<file path="config.mk">
export PLATFORM = sky130hd
export DESIGN_NAME = crf_core
export DESIGN_NICKNAME = d
export VERILOG_FILES = /design/src/pkg/crf_pkg.sv /design/src/core/crf_core.sv
export SDC_FILE = /design/constraint.sdc
export NUM_CORES = 2
export LEC_CHECK = 0
export BUFFER_PORTS_ARGS = -buffer_cell sky130_fd_sc_hd__clkbuf_2
export CAP_MARGIN = 20
export CORE_MARGIN = 10
export CORE_UTILIZATION = 30
export CTS_BUF_LIST = sky130_fd_sc_hd__clkbuf_4 sky130_fd_sc_hd__clkbuf_8
export CTS_CLUSTER_SIZE = 30
export DETAILED_ROUTE_END_ITERATION = 12
export PLACE_DENSITY = 0.51
export SETUP_SLACK_MARGIN = 0.15
export SYNTH_ARGS = -nofsm -noshare
export SYNTH_HDL_FRONTEND = slang
export SYNTH_SLANG_ARGS = --single-unit
export TNS_END_PERCENT = 100
</file>
<file path="constraint.sdc">
create_clock -name aclk -period 4 [get_ports aclk]
set_input_delay 0.2 -clock aclk [delete_from_list [all_inputs] [get_ports aclk]]
set_output_delay 0.2 -clock aclk [all_outputs]
set_load 0.005 [all_outputs]
</file>
<file path="src/pkg/crf_pkg.sv">
// constants, selector and size encodings for the banked cpu register file
// assumes one clock domain; used by core/crf_core.sv and the bench
package crf_pkg;

	// architectural sizes
	localparam int CRF_ARCH_REGS = 13;
	localparam int CRF_BANKS = 2;
	localparam int CRF_BANK_SLOTS = 7;
	localparam int CRF_WORD_W = 16;
	localparam int CRF_BYTE_W = 8;
	localparam int CRF_LONG_W = 32;
	localparam int CRF_WIDE_W = 20;
	localparam int CRF_FLAG_W = 11;

	// slots inside one bank copy
	localparam logic [2:0] CRF_SLOT_D0 = 3'h0;
	localparam logic [2:0] CRF_SLOT_D1 = 3'h1;
	localparam logic [2:0] CRF_SLOT_D2 = 3'h2;
	localparam logic [2:0] CRF_SLOT_D3 = 3'h3;
	localparam logic [2:0] CRF_SLOT_A0 = 3'h4;
	localparam logic [2:0] CRF_SLOT_A1 = 3'h5;
	localparam logic [2:0] CRF_SLOT_FB = 3'h6;

	// flag word bit positions
	localparam int CRF_FLG_C = 0;
	localparam int CRF_FLG_D = 1;
	localparam int CRF_FLG_Z = 2;
	localparam int CRF_FLG_S = 3;
	localparam int CRF_FLG_B = 4;
	localparam int CRF_FLG_O = 5;
	localparam int CRF_FLG_I = 6;
	localparam int CRF_FLG_U = 7;
	localparam int CRF_FLG_IPL_LO = 8;
	localparam int CRF_FLG_IPL_W = 3;

	// reset values
	localparam logic [15:0] CRF_RST_WORD = 16'h0000;
	localparam logic [19:0] CRF_RST_WIDE = 20'h00000;
	localparam logic [10:0] CRF_RST_FLAG = 11'h000;

	// software interrupt numbers that switch to the interrupt stack
	localparam logic [5:0] CRF_SWINT_STACK_MAX = 6'h1f;

	// axi4-lite register map, word index = byte address / 4
	localparam logic [4:0] CRF_IDX_BANK0 = 5'h00;
	localparam logic [4:0] CRF_IDX_BANK1 = 5'h08;
	localparam logic [4:0] CRF_IDX_VECTOR_TABLE_BASE = 5'h10;
	localparam logic [4:0] CRF_IDX_PC = 5'h11;
	localparam logic [4:0] CRF_IDX_USP = 5'h12;
	localparam logic [4:0] CRF_IDX_ISP = 5'h13;
	localparam logic [4:0] CRF_IDX_SB = 5'h14;
	localparam logic [4:0] CRF_IDX_FLG = 5'h15;
	localparam logic [4:0] CRF_IDX_SP = 5'h16;
	localparam logic [1:0] CRF_RESP_OKAY = 2'h0;
	localparam logic [1:0] CRF_RESP_SLVERR = 2'h2;

	// operand selectors of the core ports
	typedef enum logic [3:0] {
		CRF_SEL_D0,
		CRF_SEL_D1,
		CRF_SEL_D2,
		CRF_SEL_D3,
		CRF_SEL_A0,
		CRF_SEL_A1,
		CRF_SEL_FB,
		CRF_SEL_SB,
		CRF_SEL_SP,
		CRF_SEL_USP,
		CRF_SEL_ISP,
		CRF_SEL_VECTOR_TABLE_BASE,
		CRF_SEL_PC,
		CRF_SEL_FLG
	} crf_sel_e;

	typedef enum logic [1:0] {
		CRF_SZ_BYTE,
		CRF_SZ_WORD,
		CRF_SZ_LONG
	} crf_size_e;

endpackage : crf_pkg

</file>
<file path="src/core/crf_core.sv">
// banked register file of a 16-bit processor core with an axi4-lite view
// assumes decoder/alu on aclk drive the core ports; software on the same clock
`timescale 1ns/1ps
`default_nettype none

module crf_core
	import crf_pkg::*;
#(
	parameter int AXI_ADDR_W = 8
) (
	// clock and reset
	input wire logic aclk,
	input wire logic aresetn,
	// core read port a
	input wire crf_sel_e rd_a_sel,
	input wire crf_size_e rd_a_size,
	input wire logic rd_a_hi,
	output logic [31:0] rd_a_data,
	// core read port b
	input wire crf_sel_e rd_b_sel,
	input wire crf_size_e rd_b_size,
	input wire logic rd_b_hi,
	output logic [31:0] rd_b_data,
	// core write port
	input wire logic wr_en,
	input wire crf_sel_e wr_sel,
	input wire crf_size_e wr_size,
	input wire logic wr_hi,
	input wire logic [31:0] wr_data,
	// program counter advance and interrupt events
	input wire logic pc_step_en,
	input wire logic [2:0] pc_step,
	input wire logic hw_irq_ack,
	input wire logic sw_int_exec,
	input wire logic [5:0] sw_int_num,
	// state seen by the core
	output logic [19:0] next_instr_pointer,
	output logic [10:0] cpu_flag_word,
	// axi4-lite write address and data
	input wire logic [AXI_ADDR_W-1:0] s_axi_awaddr,
	input wire logic s_axi_awvalid,
	output logic s_axi_awready,
	input wire logic [31:0] s_axi_wdata,
	input wire logic [3:0] s_axi_wstrb,
	input wire logic s_axi_wvalid,
	output logic s_axi_wready,
	// axi4-lite write response
	output logic [1:0] s_axi_bresp,
	output logic s_axi_bvalid,
	input wire logic s_axi_bready,
	// axi4-lite read
	input wire logic [AXI_ADDR_W-1:0] s_axi_araddr,
	input wire logic s_axi_arvalid,
	output logic s_axi_arready,
	output logic [31:0] s_axi_rdata,
	output logic [1:0] s_axi_rresp,
	output logic s_axi_rvalid,
	input wire logic s_axi_rready
);

	if (AXI_ADDR_W < 7) begin : g_addr_chk
		$error("crf_core: AXI_ADDR_W must be at least 7");
	end

	// architectural storage
	logic [15:0] bank_reg [0:CRF_BANKS-1][0:CRF_BANK_SLOTS-1];
	logic [15:0] sb_reg;
	logic [15:0] usp_reg;
	logic [15:0] isp_reg;
	logic [19:0] vector_table_base_reg;
	logic [19:0] pc_reg;
	logic [10:0] flg_reg;

	logic bsel;
	logic usel;
	logic [15:0] cur_bank [0:CRF_BANK_SLOTS-1];
	logic [15:0] sp_cur;

	assign bsel = flg_reg[CRF_FLG_B];
	assign usel = flg_reg[CRF_FLG_U];

	always_comb begin
		for (int i = 0; i < CRF_BANK_SLOTS; i++) begin
			cur_bank[i] = bank_reg[bsel][i];
		end
		sp_cur = usel ? usp_reg : isp_reg;
	end

	// byte-lane merge of a bus write into an old value
	function automatic logic [31:0] merge_lanes(input logic [31:0] old_v, input logic [31:0] new_v,
		input logic [3:0] strb);
		logic [31:0] res;
		res = old_v;
		for (int i = 0; i < 4; i++) begin
			if (strb[i]) begin
				res[i*8 +: 8] = new_v[i*8 +: 8];
			end
		end
		return res;
	endfunction : merge_lanes

	// operand read shared by both core ports
	function automatic logic [31:0] read_op(input crf_sel_e sel, input crf_size_e sz, input logic hi,
		input logic [15:0] d0, input logic [15:0] d1, input logic [15:0] d2, input logic [15:0] d3,
		input logic [15:0] a0, input logic [15:0] a1, input logic [15:0] fb, input logic [15:0] sp);
		logic [31:0] res;
		res = 32'h0000_0000;
		case (sel)
			CRF_SEL_D0: begin
				if (sz == CRF_SZ_BYTE) begin
					res = {24'h00_0000, hi ? d0[15:8] : d0[7:0]};
				end else if (sz == CRF_SZ_LONG) begin
					res = {d2, d0};
				end else begin
					res = {16'h0000, d0};
				end
			end
			CRF_SEL_D1: begin
				if (sz == CRF_SZ_BYTE) begin
					res = {24'h00_0000, hi ? d1[15:8] : d1[7:0]};
				end else if (sz == CRF_SZ_LONG) begin
					res = {d3, d1};
				end else begin
					res = {16'h0000, d1};
				end
			end
			CRF_SEL_D2: res = {16'h0000, d2};
			CRF_SEL_D3: res = {16'h0000, d3};
			CRF_SEL_A0: res = (sz == CRF_SZ_LONG) ? {a1, a0} : {16'h0000, a0};
			CRF_SEL_A1: res = {16'h0000, a1};
			CRF_SEL_FB: res = {16'h0000, fb};
			CRF_SEL_SB: res = {16'h0000, sb_reg};
			CRF_SEL_SP: res = {16'h0000, sp};
			CRF_SEL_USP: res = {16'h0000, usp_reg};
			CRF_SEL_ISP: res = {16'h0000, isp_reg};
			CRF_SEL_VECTOR_TABLE_BASE: res = {12'h000, vector_table_base_reg};
			CRF_SEL_PC: res = {12'h000, pc_reg};
			CRF_SEL_FLG: res = {21'h00_0000, flg_reg};
			default: res = 32'h0000_0000;
		endcase
		return res;
	endfunction : read_op

	// axi4-lite write channel capture, either order
	logic aw_got_reg;
	logic w_got_reg;
	logic [4:0] aw_idx_reg;
	logic [31:0] w_data_reg;
	logic [3:0] w_strb_reg;
	logic do_write;
	logic aw_got_next;
	logic w_got_next;
	logic bvalid_next;

	assign do_write = aw_got_reg && w_got_reg && !s_axi_bvalid;
	assign aw_got_next = (aw_got_reg || (s_axi_awvalid && s_axi_awready)) && !do_write;
	assign w_got_next = (w_got_reg || (s_axi_wvalid && s_axi_wready)) && !do_write;
	assign bvalid_next = do_write || (s_axi_bvalid && !s_axi_bready);

	always_ff @(posedge aclk) begin
		if (!aresetn) begin
			aw_got_reg <= 1'b0;
			w_got_reg <= 1'b0;
			aw_idx_reg <= 5'h00;
			w_data_reg <= 32'h0000_0000;
			w_strb_reg <= 4'h0;
			s_axi_awready <= 1'b0;
			s_axi_wready <= 1'b0;
			s_axi_bvalid <= 1'b0;
			s_axi_bresp <= CRF_RESP_OKAY;
		end else begin
			if (s_axi_awvalid && s_axi_awready) begin
				aw_idx_reg <= s_axi_awaddr[6:2];
			end
			if (s_axi_wvalid && s_axi_wready) begin
				w_data_reg <= s_axi_wdata;
				w_strb_reg <= s_axi_wstrb;
			end
			aw_got_reg <= aw_got_next;
			w_got_reg <= w_got_next;
			s_axi_awready <= !aw_got_next && !bvalid_next;
			s_axi_wready <= !w_got_next && !bvalid_next;
			s_axi_bvalid <= bvalid_next;
			if (do_write) begin
				s_axi_bresp <= idx_mapped(aw_idx_reg) ? CRF_RESP_OKAY : CRF_RESP_SLVERR;
			end
		end
	end

	function automatic logic idx_mapped(input logic [4:0] idx);
		return (idx < CRF_IDX_BANK0 + 5'(CRF_BANK_SLOTS))
			|| (idx >= CRF_IDX_BANK1 && idx < CRF_IDX_BANK1 + 5'(CRF_BANK_SLOTS))
			|| (idx >= CRF_IDX_VECTOR_TABLE_BASE && idx <= CRF_IDX_SP);
	endfunction : idx_mapped

	// decoded bus write strobes
	logic bus_bank_we;
	logic bus_bank_sel;
	logic [2:0] bus_slot;
	logic [4:0] bus_rel;

	always_comb begin
		bus_bank_we = 1'b0;
		bus_bank_sel = 1'b0;
		bus_rel = aw_idx_reg - CRF_IDX_BANK0;
		if (do_write && aw_idx_reg < CRF_IDX_BANK0 + 5'(CRF_BANK_SLOTS)) begin
			bus_bank_we = 1'b1;
		end else if (do_write && aw_idx_reg >= CRF_IDX_BANK1 && aw_idx_reg < CRF_IDX_BANK1 + 5'(CRF_BANK_SLOTS)) begin
			bus_bank_we = 1'b1;
			bus_bank_sel = 1'b1;
			bus_rel = aw_idx_reg - CRF_IDX_BANK1;
		end
		bus_slot = bus_rel[2:0];
	end

	// bank copies: bus write first, the core write wins on the same word
	always_ff @(posedge aclk) begin
		if (!aresetn) begin
			for (int b = 0; b < CRF_BANKS; b++) begin
				for (int s = 0; s < CRF_BANK_SLOTS; s++) begin
					bank_reg[b][s] <= CRF_RST_WORD;
				end
			end
		end else begin
			if (bus_bank_we) begin
				bank_reg[bus_bank_sel][bus_slot] <= 16'(merge_lanes({16'h0000, bank_reg[bus_bank_sel][bus_slot]},
					w_data_reg, w_strb_reg));
			end
			if (wr_en) begin
				// only the copy chosen by the present bank flag changes
				case (wr_sel)
					CRF_SEL_D0, CRF_SEL_D1: begin
						if (wr_size == CRF_SZ_BYTE && wr_hi) begin
							bank_reg[bsel][wr_sel == CRF_SEL_D0 ? CRF_SLOT_D0 : CRF_SLOT_D1][15:8] <= wr_data[7:0];
						end else if (wr_size == CRF_SZ_BYTE) begin
							bank_reg[bsel][wr_sel == CRF_SEL_D0 ? CRF_SLOT_D0 : CRF_SLOT_D1][7:0] <= wr_data[7:0];
						end else if (wr_size == CRF_SZ_LONG && wr_sel == CRF_SEL_D0) begin
							bank_reg[bsel][CRF_SLOT_D0] <= wr_data[15:0];
							bank_reg[bsel][CRF_SLOT_D2] <= wr_data[31:16];
						end else if (wr_size == CRF_SZ_LONG) begin
							bank_reg[bsel][CRF_SLOT_D1] <= wr_data[15:0];
							bank_reg[bsel][CRF_SLOT_D3] <= wr_data[31:16];
						end else begin
							bank_reg[bsel][wr_sel == CRF_SEL_D0 ? CRF_SLOT_D0 : CRF_SLOT_D1] <= wr_data[15:0];
						end
					end
					CRF_SEL_D2: bank_reg[bsel][CRF_SLOT_D2] <= wr_data[15:0];
					CRF_SEL_D3: bank_reg[bsel][CRF_SLOT_D3] <= wr_data[15:0];
					CRF_SEL_A0: begin
						bank_reg[bsel][CRF_SLOT_A0] <= wr_data[15:0];
						if (wr_size == CRF_SZ_LONG) begin
							bank_reg[bsel][CRF_SLOT_A1] <= wr_data[31:16];
						end
					end
					CRF_SEL_A1: bank_reg[bsel][CRF_SLOT_A1] <= wr_data[15:0];
					CRF_SEL_FB: bank_reg[bsel][CRF_SLOT_FB] <= wr_data[15:0];
					default: ;
				endcase
			end
		end
	end

	// unbanked words
	always_ff @(posedge aclk) begin
		if (!aresetn) begin
			sb_reg <= CRF_RST_WORD;
			usp_reg <= CRF_RST_WORD;
			isp_reg <= CRF_RST_WORD;
			vector_table_base_reg <= CRF_RST_WIDE;
		end else begin
			if (do_write) begin
				case (aw_idx_reg)
					CRF_IDX_SB: sb_reg <= 16'(merge_lanes({16'h0000, sb_reg}, w_data_reg, w_strb_reg));
					CRF_IDX_USP: usp_reg <= 16'(merge_lanes({16'h0000, usp_reg}, w_data_reg, w_strb_reg));
					CRF_IDX_ISP: isp_reg <= 16'(merge_lanes({16'h0000, isp_reg}, w_data_reg, w_strb_reg));
					CRF_IDX_VECTOR_TABLE_BASE: vector_table_base_reg <= 20'(merge_lanes({12'h000, vector_table_base_reg}, w_data_reg, w_strb_reg));
					default: ;
				endcase
			end
			if (wr_en) begin
				case (wr_sel)
					CRF_SEL_SB: sb_reg <= wr_data[15:0];
					CRF_SEL_USP: usp_reg <= wr_data[15:0];
					CRF_SEL_ISP: isp_reg <= wr_data[15:0];
					CRF_SEL_VECTOR_TABLE_BASE: vector_table_base_reg <= wr_data[19:0];
					CRF_SEL_SP: begin
						if (usel) begin
							usp_reg <= wr_data[15:0];
						end else begin
							isp_reg <= wr_data[15:0];
						end
					end
					default: ;
				endcase
			end
		end
	end

	// program counter: core write beats a step
	always_ff @(posedge aclk) begin
		if (!aresetn) begin
			pc_reg <= CRF_RST_WIDE;
		end else if (wr_en && wr_sel == CRF_SEL_PC) begin
			pc_reg <= wr_data[19:0];
		end else if (pc_step_en) begin
			pc_reg <= pc_reg + 20'(pc_step);
		end else if (do_write && aw_idx_reg == CRF_IDX_PC) begin
			pc_reg <= 20'(merge_lanes({12'h000, pc_reg}, w_data_reg, w_strb_reg));
		end
	end

	// flag word: interrupt events win over any write in the same cycle
	logic swint_low;
	logic [10:0] flg_wr;

	assign swint_low = sw_int_exec && (sw_int_num <= CRF_SWINT_STACK_MAX);

	always_comb begin
		flg_wr = flg_reg;
		if (do_write && aw_idx_reg == CRF_IDX_FLG) begin
			flg_wr = 11'(merge_lanes({21'h00_0000, flg_reg}, w_data_reg, w_strb_reg));
		end
		if (wr_en && wr_sel == CRF_SEL_FLG) begin
			flg_wr = wr_data[10:0];
		end
	end

	always_ff @(posedge aclk) begin
		if (!aresetn) begin
			flg_reg <= CRF_RST_FLAG;
		end else begin
			flg_reg <= flg_wr;
			if (hw_irq_ack || swint_low) begin
				flg_reg[CRF_FLG_U] <= 1'b0;
			end
			if (hw_irq_ack) begin
				flg_reg[CRF_FLG_I] <= 1'b0;
			end
		end
	end

	// core read ports, one cycle, values before this edge's writes
	always_ff @(posedge aclk) begin
		if (!aresetn) begin
			rd_a_data <= 32'h0000_0000;
			rd_b_data <= 32'h0000_0000;
		end else begin
			rd_a_data <= read_op(rd_a_sel, rd_a_size, rd_a_hi, cur_bank[CRF_SLOT_D0], cur_bank[CRF_SLOT_D1],
				cur_bank[CRF_SLOT_D2], cur_bank[CRF_SLOT_D3], cur_bank[CRF_SLOT_A0], cur_bank[CRF_SLOT_A1],
				cur_bank[CRF_SLOT_FB], sp_cur);
			rd_b_data <= read_op(rd_b_sel, rd_b_size, rd_b_hi, cur_bank[CRF_SLOT_D0], cur_bank[CRF_SLOT_D1],
				cur_bank[CRF_SLOT_D2], cur_bank[CRF_SLOT_D3], cur_bank[CRF_SLOT_A0], cur_bank[CRF_SLOT_A1],
				cur_bank[CRF_SLOT_FB], sp_cur);
		end
	end

	// state outputs
	always_ff @(posedge aclk) begin
		if (!aresetn) begin
			next_instr_pointer <= CRF_RST_WIDE;
			cpu_flag_word <= CRF_RST_FLAG;
		end else begin
			next_instr_pointer <= pc_reg;
			cpu_flag_word <= flg_reg;
		end
	end

	// axi4-lite read channel
	logic [4:0] ar_idx;
	logic [4:0] ar_rel;
	logic [31:0] ar_val;

	assign ar_idx = s_axi_araddr[6:2];

	always_comb begin
		ar_val = 32'h0000_0000;
		ar_rel = 5'h00;
		if (ar_idx < CRF_IDX_BANK0 + 5'(CRF_BANK_SLOTS)) begin
			ar_rel = ar_idx - CRF_IDX_BANK0;
			ar_val = {16'h0000, bank_reg[0][ar_rel[2:0]]};
		end else if (ar_idx >= CRF_IDX_BANK1 && ar_idx < CRF_IDX_BANK1 + 5'(CRF_BANK_SLOTS)) begin
			ar_rel = ar_idx - CRF_IDX_BANK1;
			ar_val = {16'h0000, bank_reg[1][ar_rel[2:0]]};
		end else begin
			case (ar_idx)
				CRF_IDX_VECTOR_TABLE_BASE: ar_val = {12'h000, vector_table_base_reg};
				CRF_IDX_PC: ar_val = {12'h000, pc_reg};
				CRF_IDX_USP: ar_val = {16'h0000, usp_reg};
				CRF_IDX_ISP: ar_val = {16'h0000, isp_reg};
				CRF_IDX_SB: ar_val = {16'h0000, sb_reg};
				CRF_IDX_FLG: ar_val = {21'h00_0000, flg_reg};
				CRF_IDX_SP: ar_val = {16'h0000, sp_cur};
				default: ar_val = 32'h0000_0000;
			endcase
		end
	end

	always_ff @(posedge aclk) begin
		if (!aresetn) begin
			s_axi_arready <= 1'b0;
			s_axi_rvalid <= 1'b0;
			s_axi_rdata <= 32'h0000_0000;
			s_axi_rresp <= CRF_RESP_OKAY;
		end else if (s_axi_arvalid && s_axi_arready) begin
			s_axi_arready <= 1'b0;
			s_axi_rvalid <= 1'b1;
			s_axi_rdata <= ar_val;
			s_axi_rresp <= idx_mapped(ar_idx) ? CRF_RESP_OKAY : CRF_RESP_SLVERR;
		end else if (s_axi_rvalid && s_axi_rready) begin
			s_axi_rvalid <= 1'b0;
			s_axi_arready <= 1'b1;
		end else if (!s_axi_rvalid) begin
			s_axi_arready <= 1'b1;
		end
	end

endmodule : crf_core

`default_nettype wire

</file>
==> flow_summary_export.csv <==
group,metric,value,unit
drt,avgRoutedWirePerCell,35.0,um
clocking,cts_buffer_depth,3,
synth,async_reset_ff_share,0,%
grt,grt_pass1_vias,28100,
critical_path,cp-end-kind,"flip-flop",
synth,synth_seq_cells,476,
floorplan,start_util,30.3,%
power_and_ir_drop,cellLeakagePower,12.6,nW
floorplan,rows,115,
synth,synth_top_family_by_area,"compound AO/OA/AOI/OAI gates",
clocking,cts_resized,0,
clocking,clk_latency,0.77,ns
timing,fin_crit_sh,79.9,%
timing,hold_viol_final,0,
clocking,cts.clk_slew.worst_paths,0.06,ns
synth,synthTopCellsByCount,"nand2_1 (386), mux2i_1 (305), a21oi_1 (265)",
critical_path,reg2reg_depth,7,
timing,clock.fmax,313,MHz
drt,finalWirelength,167000,um
worst_hold_path,worstHoldPathType,"in -> reg",
drt,viasPerCell,6.31,
synth,ys.flop_type,"dfxtp_1",
power_and_ir_drop,swShare,30.2,%
floorplan,ios,261,
floorplan,core,98600,um^2
synth,synth-edff-count,224,
synth,yosys.area_share.simple,13.8,%
grt,grt_max_degree,109,
synth,synthAdderAreaFrac,0.193,%
power_and_ir_drop,comb_power_share,13.7,%
timing,holdWs,0.0624,ns
drt,num_vias,30200,
synth,synth.mux.area_fraction,17.3,%
synth,netlist_area,29800,um^2
timing,slew_viol_final,0,
drt,drc,0,
critical_path,startpoint_type,"flip-flop",
timing,rsz0062_at_grt,"no",
place,place_inst,4558,
clocking,hold_buffers,65,
status,outcome,"finished clean",
drt,first_pass_iters,12,
critical_path,crit_fanout,32,
power_and_ir_drop,power.share.clock,41.5,%
final_layout,n_fill_cell,10100,
synth,yosysMostFrequentCell,"nand2_1",
final_layout,drive_above_1_share,20.7,%
clocking,cts_sinks,476,
power_and_ir_drop,power.density,355,nW/um^2
clocking,cts_buffers,86,
power_and_ir_drop,ir_worst_vdd,0.235,mV
grt,grt_overflow,0,
timing,relSlewSlack,16.1,%
power_and_ir_drop,seqPwrFrac,44.8,%
synth,yosys.area_share.xor_xnor,0.176,%
power_and_ir_drop,p_switching,3.73,mW
final_layout,nets,3554,
synth,yosysUniqueCellTypes,89,
place,gp_congestion,1.03,
synth,yosysTopAreaCell,"edfxtp_1",
drt,drtIter0Drc,4358,
place,io_buffers,222,
power_and_ir_drop,p_int,8.63,mW
clocking,cts_max_level,3,
final_layout,largest_reg_flops,224,
timing,tightest_slew,1.26,ns
worst_hold_path,min_path_cells,3,
critical_path,crit_arrival,3.63,ns
synth,yosysWarnings,0,
clocking,cts_root_buf,"clkbuf_8",
critical_path,path_class,"reg -> reg",
floorplan,die_y,335,um
critical_path,required,4.43,ns
synth,synth-compound-area-share,23.6,%
floorplan,die_x,335,um
clocking,cts_tree,"yes",
synth,yosys-top-cells-area,"edfxtp_1 (23%), dfxtp_1 (17%), mux2i_1 (10%)",
synth,synth_cells,3208,
job,drv_cap,0,
timing,skew,0.0621,ns
timing,setup_viol,0,
final_layout,area_growth,16.9,%
place,hpwl,124000,um
timing,layout_min_cycle_time,3.20,ns
grt,grt_pass1_wl,229000,um
synth,yosysSeqAreaShare,39.5,%
final_layout,fin_cells,4781,
timing,finalSetupTns,0,ns
synth,syn_avg_cell_area,9.30,um^2
synth,synth_top_area_share,22.6,%
clocking,postCtsSetupRepairBufs,0,
floorplan,dieArea,112000,um^2
grt,antenna_found_initial,13,
drt,antenna_left,0,
grt,track_usage,28.5,%
metal layers:
layer	wire length (um)	GRT usage, %	share of wire, %	up-vias
li1	-	-	-	12600
met1	64400	35.9	39	14800
met2	69900	41.7	42	2166
met3	20000	8.68	12	509
met4	12800	19.0	7.7	16
met5	124	0	0.074	-
placed cells by master (no fill, tap or decap), drive strengths merged, types with 7 or more instances in the layout:
cell,instances
nand2,386
clkbuf,346
mux2i,305
a21oi,267
o21ai,256
dfxtp,252
edfxtp,224
nor2,218
buf,155
a22oi,98
o22ai,70
mux4,65
dlygate4sd3,65
a211oi,62
mux2,56
o211ai,56
nand3,55
a221oi,50
and2,46
nor3,42
a31oi,36
a22o,33
a222oi,29
nand2b,27
and3,24
a2111oi,22
inv,21
nor2b,19
clkinv,16
conb,14
a21o,13
or2,11
o221ai,11
nor4,10
nand4,9
or3,8
nand3b,8
o221a,8
nor3b,7
final timing paths:
path	startpoint	endpoint	slack (ns)
worst max-delay path	aw_idx_reg[0]	bank_reg[0][94]	0.80
worst max register to register	aw_idx_reg[0]	bank_reg[0][94]	0.80
worst min-delay path	wr_data[14]	isp_reg[14]	0.06
worst min register to register	w_data_reg[5]	w_data_reg[5]	0.46
cells by family after synthesis:
group / Yosys count
compound gates: 1065
xor+xnor: 6
fa+ha+maj: 4
buf+inv: 341
flops: 476
mux: 426
other cells: 1
simple gates: 889
power by group through the flow:
stage | Clock [mW] | Sequential (mW) | Combinational (mW)
6_report | 5.13 | 5.53 | 1.70
5_1_grt | 5.37 | 5.54 | 1.74
4_1_cts | 5.17 | 5.52 | 1.62
3_5_place_dp | 0 | 5.62 | 1.57
3_3_place_gp | 0 | 5.62 | 1.57
2_1_floorplan | 0 | 5.47 | 0.889
per-stage QoR:
step,instance area (um^2),setup WS [ns],util (%),power [mW]
after global placement,32300,0.850,32.8,7.19
after floorplan,29900,0.467,-,6.36
after detailed placement,32300,0.837,32.8,7.19
after global routing,34900,0.561,35.4,12.7
final,34900,0.802,35.4,12.4
after CTS,34800,0.841,35.3,12.3
area by class of cell:
cell class	count	area, um^2	area share (%)
sequential	476	11800	33.8
inverter	17	63.8	0.183
clock inverter	26	262	0.750
tap	1287	1610	4.62
antenna	5	12.5	0.0359
timing repair buffer	440	2990	8.56
multi-input combinational	2404	16600	47.5
clock buffer	126	1590	4.56
critical path: stages (launching register included):
cell and delay (ns):
dfxtp_4 0.69, buf_4 0.53, mux2i_1 0.23, o21ai_0 0.09
mux2i_1 0.17, nor2_1 0.07, a211oi_2 0.90, o22ai_1 0.22
Power figures use the tool's default switching activity.
